## src/hw/csc_pkg.sv

```systemverilog
package csc_pkg;

	// Register port widths
	localparam int ADDR_W = 16;
	localparam int DATA_W = 8;

	// Register offsets
	localparam logic [15:0] OFS_SLOT_HIGH = 16'hffd7;
	localparam logic [15:0] OFS_SLOT_LOW = 16'hffd8;
	localparam logic [15:0] OFS_DATA_HIGH = 16'hffd9;
	localparam logic [15:0] OFS_DATA_LOW = 16'hffda;
	localparam logic [15:0] OFS_CMD_ADDR = 16'hffdb;
	localparam logic [15:0] OFS_CTRL = 16'hffe0;
	localparam logic [15:0] OFS_IRQ_STAT = 16'hffe1;
	localparam logic [15:0] OFS_IRQ_CLR = 16'hffe2;
	localparam logic [15:0] OFS_IRQ_EN = 16'hffe3;

	// Reset value of every register
	localparam logic [7:0] REG_RESET = 8'h00;

	// Field layout of the slot valid registers
	localparam int SVH_FRAME_VALID = 7;
	localparam int SVH_PRI_READY = 6;
	localparam int SVH_SEC_READY = 5;
	localparam logic [7:0] SVH_SLOT_MASK = 8'h1f;
	localparam logic [7:0] SVL_SLOT_MASK = 8'hf8;
	localparam logic [7:0] SVH_RW_MASK = 8'h9f;

	// Command address fields
	localparam int CMD_RW_BIT = 7;
	localparam int AC_ADDR_W = 7;

	// Control register fields
	localparam int CTRL_MODE_LSB = 0;
	localparam int CTRL_SEL_LSB = 2;
	localparam int CTRL_BUSY_BIT = 7;

	// Frame layout
	localparam int CNT_W = 8;
	localparam logic [7:0] AC_FRAME_LAST = 8'hff;
	localparam logic [7:0] SHORT_FRAME_LAST = 8'h0f;
	localparam logic [7:0] TAG_BITS = 8'h10;
	localparam int SLOT_BITS = 20;
	localparam int TAG_MSB = 15;
	localparam int TAG_CMD_VALID = 14;
	localparam int TAG_DATA_VALID = 13;
	localparam int TAG_SLOT3 = 12;
	localparam int SLOT_MSB = 19;
	localparam int CMD_FIELD_LSB = 12;
	localparam int DATA_FIELD_LSB = 4;
	localparam int DATA_FIELD_MSB = 19;

	// Interrupt events
	localparam int IRQ_N = 3;
	localparam int IRQ_DONE = 0;
	localparam int IRQ_PRI_READY = 1;
	localparam int IRQ_SEC_READY = 2;

	// Link clock must be slow enough for the system clock to see both phases
	localparam int LINK_PERIOD_NS = 125;
	localparam int MCLK_PERIOD_NS = 8;
	localparam int LINK_CYCLES = LINK_PERIOD_NS / MCLK_PERIOD_NS;
	localparam int LINK_MIN_CYCLES = 6;

	typedef enum logic [1:0] {MODE_GP, MODE_AC97, MODE_AC97_DUAL, MODE_SHORT} csc_mode_t;

	typedef struct packed {
		logic sclk;
		logic sdin_p;
		logic sdin_s;
	} csc_link_t;

	typedef struct packed {
		csc_mode_t mode;
		logic [1:0] sel;
	} csc_ctrl_t;

	typedef struct packed {
		logic [3:0] slot;
		logic [4:0] bitn;
	} csc_pos_t;

endpackage

```

## src/hw/csc_irq.sv

```systemverilog
`timescale 1ns/1ps
module csc_irq import csc_pkg::*; #(
	parameter int N = IRQ_N
) (
	input wire logic mclk,
	input wire logic rst,
	input wire logic [N-1:0] set,
	input wire logic [N-1:0] clr,
	input wire logic [N-1:0] en,
	output logic [N-1:0] status,
	output logic irq
);
	if (N < 1 || N > DATA_W) begin : g_count_chk
		$error("csc_irq: event count out of range");
	end

	// Sticky status; an event in the clearing cycle survives
	always_ff @(posedge mclk or posedge rst) begin
		if (rst) status <= '0;
		else status <= (status & ~clr) | set;
	end

	// Registered level output
	always_ff @(posedge mclk or posedge rst) begin
		if (rst) irq <= 1'b0;
		else irq <= |(((status & ~clr) | set) & en);
	end
endmodule // csc_irq

```

## src/hw/csc_sync.sv

```systemverilog
`timescale 1ns/1ps
module csc_sync import csc_pkg::*; #(
	parameter int W = 1
) (
	input wire logic mclk,
	input wire logic rst,
	input wire logic [W-1:0] d,
	output logic [W-1:0] q
);
	logic [W-1:0] meta;

	if (W < 1) begin : g_width_chk
		$error("csc_sync: width must be positive");
	end

	// Two stages; the first stage feeds only the second
	always_ff @(posedge mclk or posedge rst) begin
		if (rst) begin
			meta <= '0;
			q <= '0;
		end else begin
			meta <= d;
			q <= meta;
		end
	end
endmodule // csc_sync

```

## src/hw/csc_top.sv

```systemverilog
// The address-and-strobe port was decided locally.
`timescale 1ns/1ps
module csc_top import csc_pkg::*; (
	input wire logic mclk,
	input wire logic rst,
	input wire logic [ADDR_W-1:0] addr,
	input wire logic [DATA_W-1:0] wdata,
	input wire logic wr,
	input wire logic rd,
	output logic [DATA_W-1:0] rdata,
	input wire logic sclk,
	input wire logic sdin_p,
	input wire logic sdin_s,
	output logic sdout,
	output logic sync,
	output logic irq
);
	typedef enum {TS_IDLE, TS_SEND, TS_WAIT} csc_txn_t;

	if (LINK_CYCLES < LINK_MIN_CYCLES) begin : g_link_chk
		$error("csc_top: link clock too fast to sample");
	end

	// Bit position within an AC97 frame to slot and bit number
	function automatic csc_pos_t ac_pos(input logic [CNT_W-1:0] p);
		csc_pos_t r;
		int q;
		r = '0;
		if (p < TAG_BITS) begin
			r.slot = 4'h0;
			r.bitn = 5'(TAG_MSB - int'(p));
		end else begin
			q = int'(p) - int'(TAG_BITS);
			r.slot = 4'(1 + q / SLOT_BITS);
			r.bitn = 5'(SLOT_MSB - q % SLOT_BITS);
		end
		return r;
	endfunction

	function automatic logic is_ac97(input csc_mode_t m);
		return (m == MODE_AC97) || (m == MODE_AC97_DUAL);
	endfunction

	// Software registers
	logic [7:0] cmd_addr;
	logic [7:0] data_hi;
	logic [7:0] data_lo;
	logic [7:0] slot_lo;
	logic [7:0] slot_hi;
	logic pri_ready;
	logic sec_ready;
	csc_ctrl_t ctrl;
	logic [IRQ_N-1:0] irq_en;
	logic [IRQ_N-1:0] irq_status;

	// Transaction state
	csc_txn_t txn;
	logic pending;
	logic op_read;
	logic [AC_ADDR_W-1:0] rx_addr;
	logic [15:0] rx_data;

	// Link sampling
	csc_link_t link_raw;
	csc_link_t link_q;
	logic sclk_d;
	logic sclk_rise;
	logic sclk_fall;
	logic [CNT_W-1:0] bit_cnt;
	logic [CNT_W-1:0] rx_idx;
	logic [CNT_W-1:0] frame_last;
	logic ac_mode;
	logic rx_sel_bit;
	logic frame_end;
	logic frame_start;

	// Decoded strobes and events
	logic wr_cmd;
	logic [IRQ_N-1:0] irq_set;
	logic [IRQ_N-1:0] irq_clr;
	logic done;
	logic next_tx;
	csc_pos_t tx_pos;
	csc_pos_t rx_pos;
	logic [15:0] data_word;

	assign link_raw = '{sclk: sclk, sdin_p: sdin_p, sdin_s: sdin_s};

	csc_sync #(.W($bits(csc_link_t))) u_sync (
		.mclk(mclk),
		.rst(rst),
		.d(link_raw),
		.q(link_q)
	);

	// Edges of the sampled link clock
	always_ff @(posedge mclk or posedge rst) begin
		if (rst) sclk_d <= 1'b0;
		else sclk_d <= link_q.sclk;
	end

	assign sclk_rise = link_q.sclk & ~sclk_d;
	assign sclk_fall = ~link_q.sclk & sclk_d;
	assign ac_mode = is_ac97(ctrl.mode);
	assign frame_last = ac_mode ? AC_FRAME_LAST : SHORT_FRAME_LAST;
	assign frame_start = sclk_rise && (bit_cnt == '0);
	assign frame_end = sclk_fall && (rx_idx == frame_last);
	assign wr_cmd = wr && (addr == OFS_CMD_ADDR);
	assign data_word = {data_hi, data_lo};
	assign tx_pos = ac_pos(bit_cnt);
	assign rx_pos = ac_pos(rx_idx);
	// Selector picks which codec answers reads in AC97 modes
	assign rx_sel_bit = (ac_mode && ctrl.sel != 2'b00) ? link_q.sdin_s : link_q.sdin_p;

	// Bit counter; a mode change takes effect at once, wrapping at the next rise if already past the new frame end
	always_ff @(posedge mclk or posedge rst) begin
		if (rst) begin
			bit_cnt <= '0;
			rx_idx <= '0;
		end else if (sclk_rise) begin
			rx_idx <= bit_cnt;
			bit_cnt <= (bit_cnt >= frame_last) ? '0 : bit_cnt + 1'b1;
		end
	end

	// Outgoing bit for the current position
	always_comb begin
		next_tx = 1'b0;
		if (!ac_mode) begin
			// One 16-bit word, command byte first; bit 0 leaves before txn shows SEND
			if (txn == TS_SEND || (frame_start && txn == TS_IDLE && pending)) begin
				next_tx = (bit_cnt < 8'h08) ? cmd_addr[3'(7 - int'(bit_cnt))]
					: data_lo[3'(15 - int'(bit_cnt))];
			end
		end else begin
			case (tx_pos.slot)
				4'h0: begin
					if (int'(tx_pos.bitn) == TAG_MSB) begin
						next_tx = slot_hi[SVH_FRAME_VALID];
					end else if (int'(tx_pos.bitn) == TAG_CMD_VALID) begin
						next_tx = (txn == TS_SEND);
					end else if (int'(tx_pos.bitn) == TAG_DATA_VALID) begin
						next_tx = (txn == TS_SEND) && !op_read;
					end else if (int'(tx_pos.bitn) >= TAG_SLOT3 - 4) begin
						next_tx = slot_hi[3'(int'(tx_pos.bitn) - (TAG_SLOT3 - 4))];
					end else if (int'(tx_pos.bitn) >= TAG_SLOT3 - 9) begin
						next_tx = slot_lo[3'(tx_pos.bitn)];
					end else begin
						next_tx = (tx_pos.bitn[4:1] == 4'h0) ? ctrl.sel[tx_pos.bitn[0]] : 1'b0;
					end
				end
				4'h1: begin
					if (txn == TS_SEND && int'(tx_pos.bitn) >= CMD_FIELD_LSB) begin
						next_tx = cmd_addr[3'(int'(tx_pos.bitn) - CMD_FIELD_LSB)];
					end
				end
				4'h2: begin
					if (txn == TS_SEND && !op_read && int'(tx_pos.bitn) >= DATA_FIELD_LSB) begin
						next_tx = data_word[4'(int'(tx_pos.bitn) - DATA_FIELD_LSB)];
					end
				end
				default: next_tx = 1'b0;
			endcase
		end
	end

	// Serial output and frame sync, both launched on the link rising edge
	always_ff @(posedge mclk or posedge rst) begin
		if (rst) begin
			sdout <= 1'b0;
			sync <= 1'b0;
		end else if (sclk_rise) begin
			sdout <= next_tx;
			sync <= ac_mode ? (bit_cnt < TAG_BITS) : (bit_cnt == '0);
		end
	end

	// Transaction sequencing: send in one frame, read status expected in the next
	always_ff @(posedge mclk or posedge rst) begin
		if (rst) begin
			txn <= TS_IDLE;
			op_read <= 1'b0;
		end else if (frame_start && txn == TS_IDLE && pending) begin
			txn <= TS_SEND;
			op_read <= cmd_addr[CMD_RW_BIT];
		end else if (frame_end && txn == TS_SEND) begin
			txn <= op_read ? TS_WAIT : TS_IDLE;
		end else if (frame_end && txn == TS_WAIT) begin
			txn <= TS_IDLE;
		end
	end

	assign done = frame_end && (txn == TS_WAIT || (txn == TS_SEND && !op_read));

	// Pending request; a new write in the launch cycle keeps it pending
	always_ff @(posedge mclk or posedge rst) begin
		if (rst) pending <= 1'b0;
		else pending <= wr_cmd | (pending & ~(frame_start && txn == TS_IDLE));
	end

	// Returned address and status data, sampled on the link falling edge
	always_ff @(posedge mclk or posedge rst) begin
		if (rst) begin
			rx_addr <= '0;
			rx_data <= '0;
		end else if (sclk_fall && txn == TS_WAIT) begin
			if (!ac_mode) begin
				rx_data[4'(15 - int'(rx_idx))] <= link_q.sdin_p;
			end else if (rx_pos.slot == 4'h1 && int'(rx_pos.bitn) >= CMD_FIELD_LSB
				&& int'(rx_pos.bitn) < CMD_FIELD_LSB + AC_ADDR_W) begin
				rx_addr[3'(int'(rx_pos.bitn) - CMD_FIELD_LSB)] <= rx_sel_bit;
			end else if (rx_pos.slot == 4'h2 && int'(rx_pos.bitn) >= DATA_FIELD_LSB) begin
				rx_data[4'(int'(rx_pos.bitn) - DATA_FIELD_LSB)] <= rx_sel_bit;
			end
		end
	end

	// Codec ready flags, refreshed from slot 0 bit 15 every AC97 frame
	always_ff @(posedge mclk or posedge rst) begin
		if (rst) begin
			pri_ready <= 1'b0;
			sec_ready <= 1'b0;
		end else if (sclk_fall && ac_mode && rx_idx == '0) begin
			pri_ready <= link_q.sdin_p;
			sec_ready <= link_q.sdin_s;
		end
	end

	// Command address; in AC97 modes a finishing read beats a software write in the same cycle
	always_ff @(posedge mclk or posedge rst) begin
		if (rst) begin
			cmd_addr <= REG_RESET;
		end else if (done && op_read && ac_mode) begin
			cmd_addr[AC_ADDR_W-1:0] <= rx_addr;
		end else if (wr_cmd) begin
			cmd_addr <= wdata;
		end
	end

	// Data bytes; outside AC97 modes a finishing read leaves the high byte alone
	always_ff @(posedge mclk or posedge rst) begin
		if (rst) begin
			data_hi <= REG_RESET;
			data_lo <= REG_RESET;
		end else if (done && op_read) begin
			data_lo <= rx_data[7:0];
			if (ac_mode) data_hi <= rx_data[15:8];
		end else if (wr) begin
			if (addr == OFS_DATA_LOW) data_lo <= wdata;
			if (addr == OFS_DATA_HIGH) data_hi <= wdata;
		end
	end

	// Slot valid registers; reserved and read-only bits never store
	always_ff @(posedge mclk or posedge rst) begin
		if (rst) begin
			slot_lo <= REG_RESET;
			slot_hi <= REG_RESET;
		end else if (wr) begin
			if (addr == OFS_SLOT_LOW) slot_lo <= wdata & SVL_SLOT_MASK;
			if (addr == OFS_SLOT_HIGH) slot_hi <= wdata & SVH_RW_MASK;
		end
	end

	// Mode, codec selector and interrupt enables
	always_ff @(posedge mclk or posedge rst) begin
		if (rst) begin
			ctrl <= '{mode: MODE_GP, sel: 2'b00};
			irq_en <= '0;
		end else if (wr) begin
			if (addr == OFS_CTRL) begin
				ctrl.mode <= csc_mode_t'(wdata[CTRL_MODE_LSB +: 2]);
				ctrl.sel <= wdata[CTRL_SEL_LSB +: 2];
			end
			if (addr == OFS_IRQ_EN) irq_en <= wdata[IRQ_N-1:0];
		end
	end

	// Events: completion and ready flags rising
	logic pri_ready_d;
	logic sec_ready_d;

	always_ff @(posedge mclk or posedge rst) begin
		if (rst) begin
			pri_ready_d <= 1'b0;
			sec_ready_d <= 1'b0;
		end else begin
			pri_ready_d <= pri_ready;
			sec_ready_d <= sec_ready;
		end
	end

	always_comb begin
		irq_set = '0;
		irq_set[IRQ_DONE] = done;
		irq_set[IRQ_PRI_READY] = pri_ready & ~pri_ready_d;
		irq_set[IRQ_SEC_READY] = sec_ready & ~sec_ready_d;
	end

	assign irq_clr = (wr && addr == OFS_IRQ_CLR) ? wdata[IRQ_N-1:0] : '0;

	csc_irq #(.N(IRQ_N)) u_irq (
		.mclk(mclk),
		.rst(rst),
		.set(irq_set),
		.clr(irq_clr),
		.en(irq_en),
		.status(irq_status),
		.irq(irq)
	);

	// Read data stands one cycle after the strobe; unmapped reads give zero
	always_ff @(posedge mclk or posedge rst) begin
		if (rst) begin
			rdata <= '0;
		end else if (rd) begin
			case (addr)
				OFS_SLOT_HIGH: begin
					rdata <= slot_hi;
					rdata[SVH_PRI_READY] <= pri_ready;
					rdata[SVH_SEC_READY] <= sec_ready;
				end
				OFS_SLOT_LOW: rdata <= slot_lo;
				OFS_DATA_HIGH: rdata <= data_hi;
				OFS_DATA_LOW: rdata <= data_lo;
				OFS_CMD_ADDR: rdata <= cmd_addr;
				OFS_CTRL: begin
					rdata <= '0;
					rdata[CTRL_MODE_LSB +: 2] <= ctrl.mode;
					rdata[CTRL_SEL_LSB +: 2] <= ctrl.sel;
					rdata[CTRL_BUSY_BIT] <= pending || txn != TS_IDLE;
				end
				OFS_IRQ_STAT: rdata <= 8'(irq_status);
				OFS_IRQ_EN: rdata <= 8'(irq_en);
				default: rdata <= '0;
			endcase
		end else begin
			rdata <= '0;
		end
	end
endmodule // csc_top

```

## config.mk

```make
export PLATFORM = sky130hd
export DESIGN_NAME = csc_top
export DESIGN_NICKNAME = d
export VERILOG_FILES = /design/src/hw/csc_pkg.sv /design/src/hw/csc_irq.sv /design/src/hw/csc_sync.sv /design/src/hw/csc_top.sv
export SDC_FILE = /design/constraint.sdc
export NUM_CORES = 1
export LEC_CHECK = 0
export ABC_CLOCK_PERIOD_IN_PS = 20700
export BUFFER_PORTS_ARGS = -buffer_cell sky130_fd_sc_hd__buf_2
export CAP_MARGIN = 10
export CORE_MARGIN = 8
export CORE_UTILIZATION = 40
export CTS_CLUSTER_SIZE = 28
export DETAILED_ROUTE_END_ITERATION = 6
export GPL_TIMING_DRIVEN = 1
export MAX_ROUTING_LAYER = met4
export PLACE_DENSITY = 0.53
export SKIP_CTS_REPAIR_TIMING = 1
export SLEW_MARGIN = 25
export SYNTH_ARGS = -nofsm -noshare
export SYNTH_HDL_FRONTEND = slang
export SYNTH_SLANG_ARGS = --single-unit
export TNS_END_PERCENT = 100
```

## constraint.sdc

```tcl
create_clock -name mclk -period 20.7 [get_ports mclk]
set_clock_uncertainty 0.1 [all_clocks]
set_input_delay 1.035 -clock mclk [delete_from_list [all_inputs] [get_ports mclk]]
set_output_delay 1.035 -clock mclk [all_outputs]
set_load 0.005 [all_outputs]
```

* After elaboration in Yosys (flattened, before gate mapping)
Index checks and enable logic that the tools add are counted.
** Cells by class
- Add/subtract/negate cells :: 15
- Div/mod/pow operators :: 4
- Order comparisons :: 24
- Eq/ne operators :: 24
- Mux-type cells :: 65
- Bitwise logic cells :: 16
- Reductions and logical operators :: 51
** Operator list (count)
- 16-bit equality test, second input constant :: 9
- 32-bit 2-to-1 mux :: 3
- 8-bit 2-to-1 mux :: 10
- 32-bit by 6-bit divider with 32-bit output, second input constant :: 2
- 32-bit by 6-bit remainder unit with 32-bit output, second input constant :: 2
- 8-bit case mux with 8 select lines :: 1
- 16-bit 2-to-1 mux :: 3
- 16-bit bitwise mux :: 2
- 32-bit by 2-bit equality test with 1-bit output, second input constant :: 1
- 32-bit by 3-bit equality test with 1-bit output, second input constant :: 1
- 32-bit logical NOT :: 1
- 32-bit nonzero test :: 1
- 1-bit 2-to-1 mux :: 29
- 3-bit by 5-bit less-than comparator with 1-bit output, second input constant :: 5
- 1-bit logical AND :: 24
- 4-bit by 6-bit less-than comparator with 1-bit output, second input constant :: 3
- 9-bit 2-to-1 mux :: 2
- 8-bit by 5-bit subtractor with 9-bit output, second input constant :: 2
- 8-bit logical NOT :: 2
- 8-bit by 5-bit less-than comparator with 1-bit output, second input constant :: 2
- 1-bit binary-select mux with 3-bit select :: 5
- 5-bit equality test, second input constant :: 3
- 5-bit by 4-bit >= comparator with 1-bit output, second input constant :: 3
- 7-bit 2-to-1 mux :: 2
- 45 further kinds :: 81
** Word-level totals
- Register bits :: 140
- Bits of input ports :: 31
- Output and inout bits :: 11
- Word-level logic and storage cells :: 227

* Logic depth before layout (Yosys ltp)
Gate-level depths: netlist of run 1.
- Word-level depth :: 14
- Depth in mapped cells :: 39
- Gate-level depth less buffers :: 32

* Cells and area by module
Synthesis of run 1 repeated with hierarchy kept, for this count alone.
** Second synthesis, totals
- Cell total of the unflattened synthesis :: 911
- Area, all modules :: 8129.0 µm²
** By module, submodules not included
- csc_top :: times used 1, cells each 891, area an instance 7818.7 µm², seq. area each 2502.4 µm²
- csc_irq :: times used 1, cells each 13, area an instance 156.4 µm², seq. area each 100.1 µm²
- csc_sync :: times used 1, cells each 7, area an instance 153.9 µm², seq. area each 150.1 µm²

* Least setup slack after synthesis of run 1
No wires, ideal clock.
- Path kind :: flip-flop to flip-flop
- Start :: register bit_cnt[4]
- End :: register sdout
- Setup time :: 0.139 ns
- Data arrival time :: 6.347 ns
- Data required time :: 20.461 ns
- Setup slack :: 14.113 ns
- Stages on the path, launching flop included :: 39
- Path buffers :: 7
- Clock period less this slack :: 6.587 ns
- Cells stage by stage :: dfrtp_1 clkbuf_1 inv_1 ha_1 or3b_1 buf_2 buf_1 o21ai_0 nand2_1 buf_2 a211oi_1 a31oi_1 o221ai_1 inv_1 ha_1 clkbuf_1 nor2_1 a21boi_0 [3 not listed] clkbuf_1 nand2_1 o21ai_0 ha_1 nand2_1 o21ai_1 inv_1 ha_1 and2_1 a221oi_1 o21bai_1 mux2_2 a31oi_1 o311ai_0 a2111oi_0 o21ai_0 a2bb2oi_1 o2111ai_1
** Between the ends
- Longest elaborated chain between the ends :: 14
- Elaborated cells on any way between the ends :: 55
- Those cells by class :: add/sub: 7; div: 2; order compare: 6; eq/ne: 5; mux: 26; reduce/logical: 9
** Ends and longest elaborated chain
- from (decl) :: line csc_top.sv:69 : logic [CNT_W-1:0] bit_cnt;
- from (signal assigned) :: line csc_top.sv:122 : bit_cnt <= (bit_cnt >= frame_last) ? '0 : bit_cnt + 1'b1;
- 8-bit by 5-bit subtractor with 9-bit output :: line csc_top.sv:33 : q = int'(p) - int'(TAG_BITS);
- 32-bit by 6-bit remainder unit with 32-bit output :: line csc_top.sv:35 : r.bitn = 5'(SLOT_MSB - q % SLOT_BITS);
- 5-bit subtractor :: line csc_top.sv:35
- 9-bit 2-to-1 mux :: line csc_top.sv:29 : if (p < TAG_BITS) begin
- 3-bit by 1-bit subtractor with 3-bit output / 1-bit 2-to-1 mux (equally long branches) :: line csc_top.sv:145, csc_top.sv:149
- 1-bit binary-select mux with 3-bit select / 1-bit 2-to-1 mux (equally long branches) :: line csc_top.sv:145, csc_top.sv:149
- 1-bit 2-to-1 mux (on tied branches) :: line csc_top.sv:145, csc_top.sv:149
- 1-bit 2-to-1 mux (on tied branches) :: line csc_top.sv:145, csc_top.sv:146
- 1-bit 2-to-1 mux :: line csc_top.sv:144 : end else if (int'(tx_pos.bitn) >= TAG_SLOT3 - 4) begin
- 1-bit 2-to-1 mux :: line csc_top.sv:142 : end else if (int'(tx_pos.bitn) == TAG_DATA_VALID) begin
- 1-bit 2-to-1 mux :: line csc_top.sv:140 : end else if (int'(tx_pos.bitn) == TAG_CMD_VALID) begin
- 1-bit 2-to-1 mux :: line csc_top.sv:138 : if (int'(tx_pos.bitn) == TAG_MSB) begin
- 1-bit case mux with 3 select lines :: line csc_top.sv:136 : case (tx_pos.slot)
- 1-bit 2-to-1 mux * :: line csc_top.sv:129 : if (!ac_mode) begin
- to (signal assigned) :: line csc_top.sv:173 : sdout <= next_tx;
- to (decl) :: line csc_top.sv:14 : output logic sdout,
Mark *: on every way between the ends. The rest lies on a longest branch, timed or not. The select of a mux whose other input is x is not followed.
A chain may end at the register's enable or synchronous reset.

* Worst setup path after layout of run 1
Same ends and word-level chain as after synthesis.

==> results of run 1 <==
cell type report:
cell class | instances | area [um2] | share of cell area [%]
multi-input combinational | 773 | 5530 | 59.2
clock buffer | 9 | 225 | 2.41
tap | 275 | 344 | 3.69
sequential | 110 | 2750 | 29.5
clock inverter | 7 | 98.8 | 1.06
timing repair buffer | 51 | 280 | 3.00
inverter | 27 | 104 | 1.11
cells in the final DEF (no fill, tap or decap), drive strengths merged, types with 10 or more instances in the layout:
cell	netlist	layout
dfrtp	110	110
nand2	109	109
nor2	75	75
o21ai	72	72
a21oi	52	52
buf	22	51
mux2	45	45
mux2i	41	41
ha	37	37
inv	26	31
nand3	30	30
xnor2	23	23
nor3	21	21
nand4	20	20
nor2b	17	17
a31oi	16	16
mux4	16	16
a22oi	13	13
o211ai	12	12
xor2	11	11
o221ai	10	10
and3	10	10
sequential cells by signal, indices dropped and copies added, names as in the netlist, 4 cells and up:
| name | count |
|---|---|
| bit_cnt | 8 |
| cmd_addr | 8 |
| ctrl | 4 |
| data_hi | 8 |
| data_lo | 8 |
| rdata | 8 |
| rx_addr | 7 |
| rx_data | 16 |
| rx_idx | 8 |
| slot_hi | 6 |
| slot_lo | 5 |
per-stage QoR:
stage | cells | cell area (um2)
after CTS | 1252 | 9330
after global placement | 1236 | 9010
after detailed placement | 1236 | 9010
after global routing | 1252 | 9330
after floorplan | 968 | 8650
final | 1252 | 9330
critical path, delay by kind of cell (launching register included):
family | cells | cell delay [ns]
AOI/OAI and AO/OA | 14 | 2.69
muxes | 1 | 0.31
buffers and inverters | 3 | 0.52
adders and majority gates | 4 | 1.01
DFF | 1 | 0.59
and+or+nand+nor | 8 | 2.18
logic make-up (layout without fill, tap and decap cells):
group / Yosys count / count (layout)
flip-flops: 110 / 110
adder cells (fa/ha/maj): 39 / 39
XOR/XNOR: 34 / 34
multiplexers: 102 / 102
buffers and inverters: 85 / 94
AND/OR/NAND/NOR: 340 / 340
AO/OA/AOI/OAI: 258 / 258
path summary, 6_finish.rpt:
check,slack [ns],to,depth (start not counted),start
setup reg to reg,13.13,sdout,30,bit_cnt[4]
hold / removal,0.26,u_sync.q[1],0,u_sync.meta[1]
setup / recovery,13.13,sdout,30,bit_cnt[4]
max in group asynchronous,18.68,u_irq.status[2],3,rst
min in group asynchronous,0.66,u_sync.meta[1],2,rst
hold reg to reg,0.26,u_sync.q[1],0,u_sync.meta[1]
layer usage:
metal  vias to the layer above  GRT usage, %
met3                        32          3.07
met4                         0          4.05
li1                       3593             -
met2                       183          28.5
met1                      3662          27.3
met5                         -             -
power by group through the flow:
stage          Combinational (uW)  Sequential (uW)  Clock [uW]
6_report                     1120              256         190
5_1_grt                      1250              259         203
4_1_cts                      1120              255         195
3_5_place_dp                 1110              259           0
3_3_place_gp                 1120              259           0
2_1_floorplan                 932              241           0
==> impl_summary.log, run 1 <==
INFO  metric outcome = finished, final reports clean
INFO  metric drt-total-wl = 24.6 mm
INFO  metric num_antenna_cells = 0
INFO  metric initial_util = around two fifths
INFO  metric timing.critical_path.slowest_cell_delay = ~0.63 ns
INFO  metric via_count_of_the_first_global_routing_pass = roughly 7300
INFO  metric hold_class = flop to flop
INFO  metric worstSetupPathType = flop to flop
INFO  metric globalRouteOverflowTotal = 0
INFO  metric grt_max_degree = slightly below 60
INFO  metric top_layer = met4
INFO  metric critical_path.startpoint_type = flop
INFO  metric whs = 0.256 ns
INFO  metric drt-pass1-iter-count = 5
INFO  metric final.setup.tns = 0 ns
INFO  metric synth_adder_area_share = approximately 5.6%
INFO  metric setup_viol = 0
INFO  metric vdd.ir_drop.worst = approximately 0.00016 V
INFO  metric syn_area_cell = about 8.9 um2
INFO  metric final_nets = 1040
INFO  metric power.share.clock = roughly 12%
INFO  metric viasPerCell = 5.97
INFO  metric drv.max_cap_violation_count = 0
INFO  metric synth_nets = just over 1000
INFO  metric die_width = about 160 um
INFO  metric synth_top_family_by_area = compound AO/OA/AOI/OAI gates
INFO  metric min_period_over_period = a little over a third
INFO  metric clkSinkCount = 110
INFO  metric critPathArrivalTime = just under 8 ns
INFO  metric m1WireLength = 12.0 mm
INFO  metric p_int = 764 uW
INFO  metric worst-path-max-fanout = 17
INFO  metric slew_headroom = about a third
INFO  metric synth.yosys.seq_area_share = 31.8%
INFO  metric p_switching = 805 uW
INFO  metric drc_errors = 0
INFO  metric antenna_found_initial = 0
INFO  metric pwr-share-comb = between 70% and 80%
INFO  metric drt-initial-drc-count = about 500
INFO  metric yosys.area.top_type_share = 31.8%
INFO  metric dominantRegCellSynth = dfrtp_1
INFO  metric clock-root-buffer = clkbuf_16
INFO  metric end_kind = flop
INFO  metric post_synth_instance_area = between 8000 and 9000 um2
INFO  metric synth-xor-area-share = under 10%
INFO  metric die_outline_height = 163 um
INFO  metric share_seq_of_total_power = 16.3%
INFO  metric netSwitchingFraction = between 50% and 60%
INFO  metric filler_cell_count = around 2100
INFO  metric min_period = approximately 7.6 ns
INFO  metric design.die.area = roughly 27000 um2
INFO  metric synth_top_cell_by_area = dfrtp_1
INFO  metric transition_time_of_the_tightest_slew_check_pin = approximately 0.98 ns
INFO  metric synthesized_area_fraction_occupied_by_ao_oa_aoi_and_oai_cells = around 20%
INFO  metric leakagePower = 0.00394 uW
INFO  metric fin_ws = 13.13 ns
INFO  metric fmax = ~130 MHz
INFO  metric area.growth.synth_to_final = 7.92%
INFO  metric synth.most_common_cell = dfrtp_1
INFO  metric num_rows = 53
INFO  metric grt_usage = ~19%
INFO  metric io_pins = 42
INFO  metric count_of_flip_flops_with_a_built_in_enable_after_synthesis = 0
INFO  metric slew_viol_final = 0
INFO  metric ys_top_cells_by_area = dfrtp_1, ha_1, mux2i_1, nand2_1, mux2_2
INFO  metric cts_made_buffers = 9
INFO  metric core_area = 21200 um2
INFO  metric final_replace_weighted_congestion = about 0.89
INFO  metric async_flop_share = 100%
INFO  metric synth.mux.area_fraction = roughly 15%
INFO  metric vias = 7470
INFO  metric final_count_of_hold_timing_violations = 0
INFO  metric route.met3.wl = between 1 and 1.5 mm
INFO  metric cts_tree = yes
INFO  metric yosys.cell_types.count = 94
INFO  metric post-dp-hpwl = roughly 18 mm
INFO  metric post_drt_wl_per_cell = between 15 and 20 um
INFO  metric port-buffer-count = 41
INFO  metric syn-instance-count = 968
INFO  metric clkLatencyLatePin = 0.37 ns
INFO  metric library_cell_contributing_the_largest_single_delay_on_the_critical_path = or3b_1
INFO  metric ctsLongestPathBuffers = 2
INFO  metric antenna_left = 0
INFO  metric yosys_warnings = 0
INFO  metric clock_tree.htree_level_count = 3
INFO  metric met2WireLength = ~11 mm
INFO  metric yosys.area_share.simple = roughly a fifth
INFO  metric layout.core_utilization = 44.1%
INFO  metric postSynthRegisterBits = 110
INFO  metric dp_worst_setup_slack = roughly 13 ns
INFO  metric crit_top_cell = ha_1
INFO  metric power_density = around 170 nW/um2
INFO  metric clk_pin_slew_worst_paths = about 0.090 ns
INFO  metric grt_first_pass_wirelength = around 40 mm
INFO  metric total_power = between 1500 and 2000 uW
INFO  metric timing.critical_path.required = around 21 ns
INFO  metric post_synth_most_frequent_cells = dfrtp_1, nand2_1, nor2_1, o21ai_0, a21oi_1
INFO  metric final_layout_size_suffix_gt1_share = between 10% and 20%
INFO  metric grt_setup_unrepaired = false
No activity file was read; power rests on OpenSTA's default activity.
==> run 2, diff against run 1 <==
- ABC_CLOCK_PERIOD_IN_PS: 20700 -> 7600
- clock period: 20.7 -> 7.6 ns (I/O delays scaled with it)
==> impl_summary.log, run 2 (synthesis gave the netlist of run 1 again) <==
INFO  metric antenna_found_initial = 0 (unchanged)
INFO  metric drt-pass1-iter-count = 7 (+2)
INFO  metric clk_pin_slew_worst_paths = 0.09 ns (about the same)
INFO  metric drc_errors = 0 (unchanged)
INFO  metric ctsLongestPathBuffers = 2 (unchanged)
INFO  metric fin_ws = 0.641 ns (-12.49 ns)
INFO  metric mostFrequentLayoutCells = dfrtp_1, nand2_1, nor2_1, o21ai_0, a21oi_1
INFO  metric end_kind = flop
INFO  metric clock_tree.htree_level_count = 3 (unchanged)
INFO  metric r2r_cells = 33 (+10%)
INFO  metric design.die.area = 26600 um2 (unchanged)
INFO  metric critPathArrivalTime = 7.10 ns (-0.61 ns)
INFO  metric leakagePower = 0.00399 uW (+1.2%)
INFO  metric netSwitchingFraction = 51.1% (-0.17 points)
INFO  metric io_pins = 42 (unchanged)
INFO  metric area.growth.synth_to_final = 8.87%
INFO  metric num_rows = 53 (unchanged)
INFO  metric power.share.clock = 11.9% (-0.2 points)
INFO  metric grt_usage = 19.3% (about the same)
INFO  metric final_common_cell = dfrtp_1
INFO  metric port-buffer-count = 41 (unchanged)
INFO  metric library_cell_contributing_the_largest_single_delay_on_the_critical_path = dfrtp_1
INFO  metric cts_made_buffers = 9 (unchanged)
INFO  metric largest_register_ffs = 16 (unchanged)
INFO  metric crit_top_cell = ha_1
INFO  metric antenna_left = 0 (unchanged)
INFO  metric r2r_end = sdout
INFO  metric drv.max_cap_violation_count = 0 (unchanged)
INFO  metric core_area = 21200 um2 (unchanged)
INFO  metric worst-path-max-fanout = 16 (-1)
INFO  metric grt_max_degree = 69 (+19%)
INFO  metric final_layout_size_suffix_gt1_share = 16.0% (+0.55 points)
INFO  metric num_antenna_cells = 0 (unchanged)
INFO  metric p_int = 2120 uW (+180%)
INFO  metric die_width = 163 um (unchanged)
INFO  metric post_drt_wl_per_cell = 19.7 um (+0.33%)
INFO  metric min_period_over_period = 91.6% (+55 points)
INFO  metric whs_path_depth = 1 (+1)
INFO  metric drt-initial-drc-count = 591 (+17%)
INFO  metric vias = 7500 (+0.40%)
INFO  metric placed_cells = 1243 (+0.57%)
INFO  metric r2r_start = bit_cnt[5]
INFO  metric globalRouteOverflowTotal = 0 (unchanged)
INFO  metric final_count_of_hold_timing_violations = 0 (unchanged)
INFO  metric worstHoldEndpoint = u_sync.meta[2]
INFO  metric post-dp-hpwl = 18.8 mm (+1.8%)
INFO  metric vdd.ir_drop.worst = 0.000522 V (+230%)
INFO  metric worstHoldStart = sclk
INFO  metric total_power = 4330 uW (+180%)
INFO  metric slew_headroom = 35.3% (+0.88 points)
INFO  metric outcome = finished, final reports clean
INFO  metric critical_path.startpoint_type = flop
INFO  metric share_seq_of_total_power = 15.7% (-0.6 points)
INFO  metric timing.critical_path.required = 7.74 ns (-13.10 ns)
INFO  metric viasPerCell = 5.94 (-0.39%)
INFO  metric grt_setup_unrepaired = false
INFO  metric top_register = rx_data
INFO  metric initial_util = 40.9% (unchanged)
INFO  metric fmax = 144 MHz (+8.8%)
INFO  metric setup_viol = 0 (unchanged)
INFO  metric final.setup.tns = 0 ns (unchanged)
INFO  metric final_nets = 1050 (+0.96%)
INFO  metric hold_class = input pin to flop
INFO  metric clock-root-buffer = clkbuf_16
INFO  metric clkLatencyLatePin = 0.36 ns (about the same)
INFO  metric min_period = 6.96 ns (-0.612 ns)
INFO  metric clkSinkCount = 110 (unchanged)
INFO  metric worstSetupPathType = flop to flop
INFO  metric power_density = 460 nW/um2 (+170%)
INFO  metric ff2ff_setup_slack = 0.64 ns (-12.49 ns)
INFO  metric p_switching = 2220 uW (+180%)
INFO  metric slew_viol_final = 0 (unchanged)
INFO  metric die_outline_height = 163 um (unchanged)
INFO  metric drt-total-wl = 24.9 mm (+1.1%)
INFO  metric instances_no_fill = 1262 (+0.80%)
INFO  metric via_count_of_the_first_global_routing_pass = 7075 (-2.9%)
INFO  metric timing.critical_path.slowest_cell_delay = 0.49 ns (-0.14 ns)
INFO  metric dp_worst_setup_slack = 0.686 ns (-12.52 ns)
INFO  metric pwr-share-comb = 72.4% (+0.8 points)
INFO  metric cts_tree = yes
INFO  metric grt_first_pass_wirelength = 40.0 mm (about the same)
INFO  metric transition_time_of_the_tightest_slew_check_pin = 0.962 ns (-0.0164 ns)
INFO  metric final_replace_weighted_congestion = 0.878 (-0.79%)
## run 2: how the worst max path moves through the flow
stage                     startpoint  endpoint  slack, ns  cells after the start
after floorplan           bit_cnt[4]     sdout       1.01                     38
after global placement    bit_cnt[5]     sdout       0.77                     33
after detailed placement  bit_cnt[5]     sdout       0.69                     33
after CTS                 bit_cnt[5]     sdout       0.66                     33
after global routing      bit_cnt[5]     sdout       0.11                     32
final                     bit_cnt[5]     sdout       0.64                     33
## run 2: cell type report
| class | instances | area (um2) |
|---|---|---|
| Multi-Input combinational cell | 773 | 5530 |
| Inverter | 27 | 104 |
| Tap cell | 275 | 344 |
| Fill cell | 2096 | 11700 |
| Sequential cell | 110 | 2750 |
| Timing Repair Buffer | 61 | 363 |
| Clock inverter | 7 | 98.8 |
| Clock buffer | 9 | 225 |
## run 2: through the flow
stage / hold WS (ns) / util [%] / instance area [um2]
global route: 0.0210 / 44.5 / 9410
floorplan: 0.231 / - / 8650
global placement: 0.233 / 42.8 / 9060
CTS: -0.0365 / 44.4 / 9380
detailed placement: 0.243 / 42.8 / 9060
finish: 0.0388 / 44.5 / 9410
## run 2: worst max-delay path: cells and delay by family, from the launching register on
kind            cells  cell delay (ns)
compound gates     17             3.15
fa+ha+maj           4             1.03
simple gates        6             1.00
buf+inv             5             0.76
flops               1             0.49
mux                 1             0.31
## run 2: routing by layer
| layer | vias up | track usage (%) | wire length (um) |
|---|---|---|---|
| li1 | 3628 | - | - |
| met1 | 3673 | 28.2 | 12700 |
| met2 | 179 | 28.2 | 11000 |
| met3 | 20 | 2.21 | 916 |
| met4 | 0 | 3.71 | 240 |
| met5 | - | - | 0 |
## run 2: power groups by stage
stage / Clock (uW) / Sequential (uW) / Combinational, uW
floorplan: 0 / 656 / 2540
global placement: 0 / 688 / 3130
detailed placement: 0 / 689 / 3100
CTS: 526 / 678 / 3120
global route: 546 / 687 / 3470
finish: 515 / 679 / 3140
==> run 3, diff against run 2 <==
- CTS_BUF_LIST: not set -> sky130_fd_sc_hd__clkbuf_8
==> impl_summary.log, run 3 (synthesis gave the netlist of run 1 again) <==
INFO  metric instances_no_fill = 1263 (+0.079%)
INFO  metric final_layout_size_suffix_gt1_share = 16.0% (-0.016 points)
INFO  metric violations = design-rule violations
INFO  metric final_count_of_hold_timing_violations = 0 (unchanged)
INFO  metric groute.layer.met2.usage = 28.1% (-0.057 points)
INFO  metric clkLatencyLatePin = 0.40 ns (+0.04 ns)
INFO  metric post_dp_area = 9060 um2 (unchanged)
INFO  metric end_kind = flop
INFO  metric postLayoutCellArea = 9320 um2 (-0.97%)
INFO  metric whs = 0.163 ns (+0.124 ns)
INFO  metric die_width = 163 um (unchanged)
INFO  metric clock-root-buffer = clkbuf_8
INFO  metric die_outline_height = 163 um (unchanged)
INFO  metric clkSinkCount = 110 (unchanged)
INFO  metric fin_ws = 0.671 ns (+0.0308 ns)
INFO  metric global_route.peak_usage_layer = met1
INFO  metric drt-pass1-iter-count = 7 (unchanged)
INFO  metric r2r_start = bit_cnt[5]
INFO  metric antenna_left = 0 (unchanged)
INFO  metric port-buffer-count = 41 (unchanged)
INFO  metric ctsLongestPathBuffers = 2 (unchanged)
INFO  metric cts_made_buffers = 9 (unchanged)
INFO  metric grt_util_met1 = 28.3% (+0.038 points)
INFO  metric drc_errors = 1 (+1)
INFO  metric r2r_end = sdout
INFO  metric critical_path.startpoint_type = flop
INFO  metric transition_time_of_the_tightest_slew_check_pin = 0.954 ns (-0.00820 ns)
INFO  metric crit_top_cell = ha_1
INFO  metric final.setup.tns = 0 ns (unchanged)
INFO  metric timing.critical_path.max_delay_family = compound AO/OA/AOI/OAI gates
INFO  metric drt-initial-drc-count = 637 (+7.8%)
INFO  metric cts_tree = yes
INFO  metric top_register = rx_data
INFO  metric largest_register_ffs = 16 (unchanged)
INFO  metric min_period = 6.93 ns (-0.0308 ns)
INFO  metric drv.max_cap_violation_count = 0 (unchanged)
INFO  metric grt_max_degree = 69 (unchanged)
INFO  metric post_drt_wl_per_cell = 19.6 um (-0.26%)
INFO  metric slew_headroom = 35.9% (+0.55 points)
INFO  metric initial_util = 40.9% (unchanged)
INFO  metric antenna_found_initial = 0 (unchanged)
INFO  metric r2r_cells = 33 (unchanged)
INFO  metric globalRouteOverflowTotal = 0 (unchanged)
INFO  metric drt-total-wl = 24.8 mm (-0.18%)
INFO  metric grtUsageMet3 = 2.21% (unchanged)
INFO  metric area.growth.synth_to_final = 7.81%
INFO  metric library_cell_contributing_the_largest_single_delay_on_the_critical_path = dfrtp_1
INFO  metric outcome = complete, but fails checks
INFO  metric final_nets = 1051 (+0.095%)
INFO  metric ff2ff_setup_slack = 0.67 ns (+0.03 ns)
INFO  metric min_period_over_period = 91.2% (-0.40 points)
INFO  metric power_density = 452 nW/um2 (-1.8%)
INFO  metric filler_cell_count = 2100 (+0.19%)
INFO  metric timing.critical_path.required = 7.79 ns (+0.05 ns)
INFO  metric vias = 7505 (+0.067%)
INFO  metric setup_viol = 0 (unchanged)
INFO  metric io_pins = 42 (unchanged)
INFO  metric timing.critical_path.slowest_cell_delay = 0.51 ns (+0.02 ns)
INFO  metric worstSetupEndpoint = sdout
INFO  metric vdd.ir_drop.worst = 0.000523 V (about the same)
INFO  metric critical_path_depth = 33 (unchanged)
INFO  metric worstSetupPathType = flop to flop
INFO  metric leakagePower = 0.00395 uW (-1.1%)
INFO  metric grt_first_pass_wirelength = 39.9 mm (-0.15%)
INFO  metric num_rows = 53 (unchanged)
INFO  metric core_area = 21200 um2 (unchanged)
INFO  metric viasPerCell = 5.94 (about the same)
INFO  metric critPathArrivalTime = 7.12 ns (+0.02 ns)
INFO  metric post-dp-hpwl = 18.8 mm (unchanged)
INFO  metric mostFrequentLayoutCells = dfrtp_1, nand2_1, nor2_1, o21ai_0, a21oi_1
INFO  metric clk_pin_slew_worst_paths = 0.14 ns (+0.05 ns)
INFO  metric critical_path.startpoint = bit_cnt[5]
INFO  metric clock_tree.htree_level_count = 3 (unchanged)
INFO  metric grt_usage = 19.3% (about the same)
INFO  metric worst-path-max-fanout = 16 (unchanged)
INFO  metric num_antenna_cells = 0 (unchanged)
INFO  metric grt_setup_unrepaired = false
INFO  metric slew_viol_final = 0 (unchanged)
INFO  metric placed_cells = 1243 (unchanged)
INFO  metric final_common_cell = dfrtp_1
INFO  metric final_replace_weighted_congestion = 0.878 (unchanged)
INFO  metric worstPathBufferInverterCount = 5 (unchanged)
INFO  metric design.die.area = 26600 um2 (unchanged)
INFO  metric hold_class = input pin to flop
INFO  metric fmax = 144 MHz (+0.44%)
INFO  metric dp_worst_setup_slack = 0.686 ns (unchanged)
INFO  metric via_count_of_the_first_global_routing_pass = 7057 (-0.25%)
run 3: cell types whose count changed in the layout (fill, tap and decap cells not counted), sizes merged:
cell         previous run  this run
dlygate4sd3             3         4
run 3: worst min-delay path by stage:
| stage | startpoint | end | slack (ns) | depth (start not counted) |
|---|---|---|---|---|
| after floorplan | u_sync.meta[0] | u_sync.q[0] | 0.23 | 0 |
| after global placement | u_sync.meta[0] | u_sync.q[0] | 0.23 | 0 |
| after detailed placement | u_sync.meta[0] | u_sync.q[0] | 0.24 | 0 |
| after CTS | rst | rx_data[13] | -0.09 | 2 |
| after global routing | rd | rdata[4] | 0.16 | 2 |
| final | rd | rdata[4] | 0.16 | 2 |
run 3: area by class of cell:
type	count	area, um2	area share, %
Multi-Input combinational cell	773	5530	59.3
Sequential cell	110	2750	29.5
Timing Repair Buffer	62	373	4.00
Tap cell	275	344	3.69
Clock buffer	9	124	1.33
Inverter	27	104	1.11
Clock inverter	7	98.8	1.06
run 3: metal layers:
metal	routed length (um)	up-vias
met1	12500	3662
met2	11000	191
met3	1010	23
met4	248	0
met5	0	-
li1	-	3629
run 3: metrics by stage:
| step | power (uW) | util, % |
|---|---|---|
| after floorplan | 3200 | - |
| after CTS | 4200 | 43.9 |
| after global placement | 3810 | 42.8 |
| final | 4210 | 44.1 |
| after global routing | 4590 | 44.1 |
| after detailed placement | 3790 | 42.8 |
run 3: power breakdown:
part	internal [uW]	switching, uW
Combinational	1260	1880
Clock	141	254
Sequential	615	64.1
Total	2010	2200
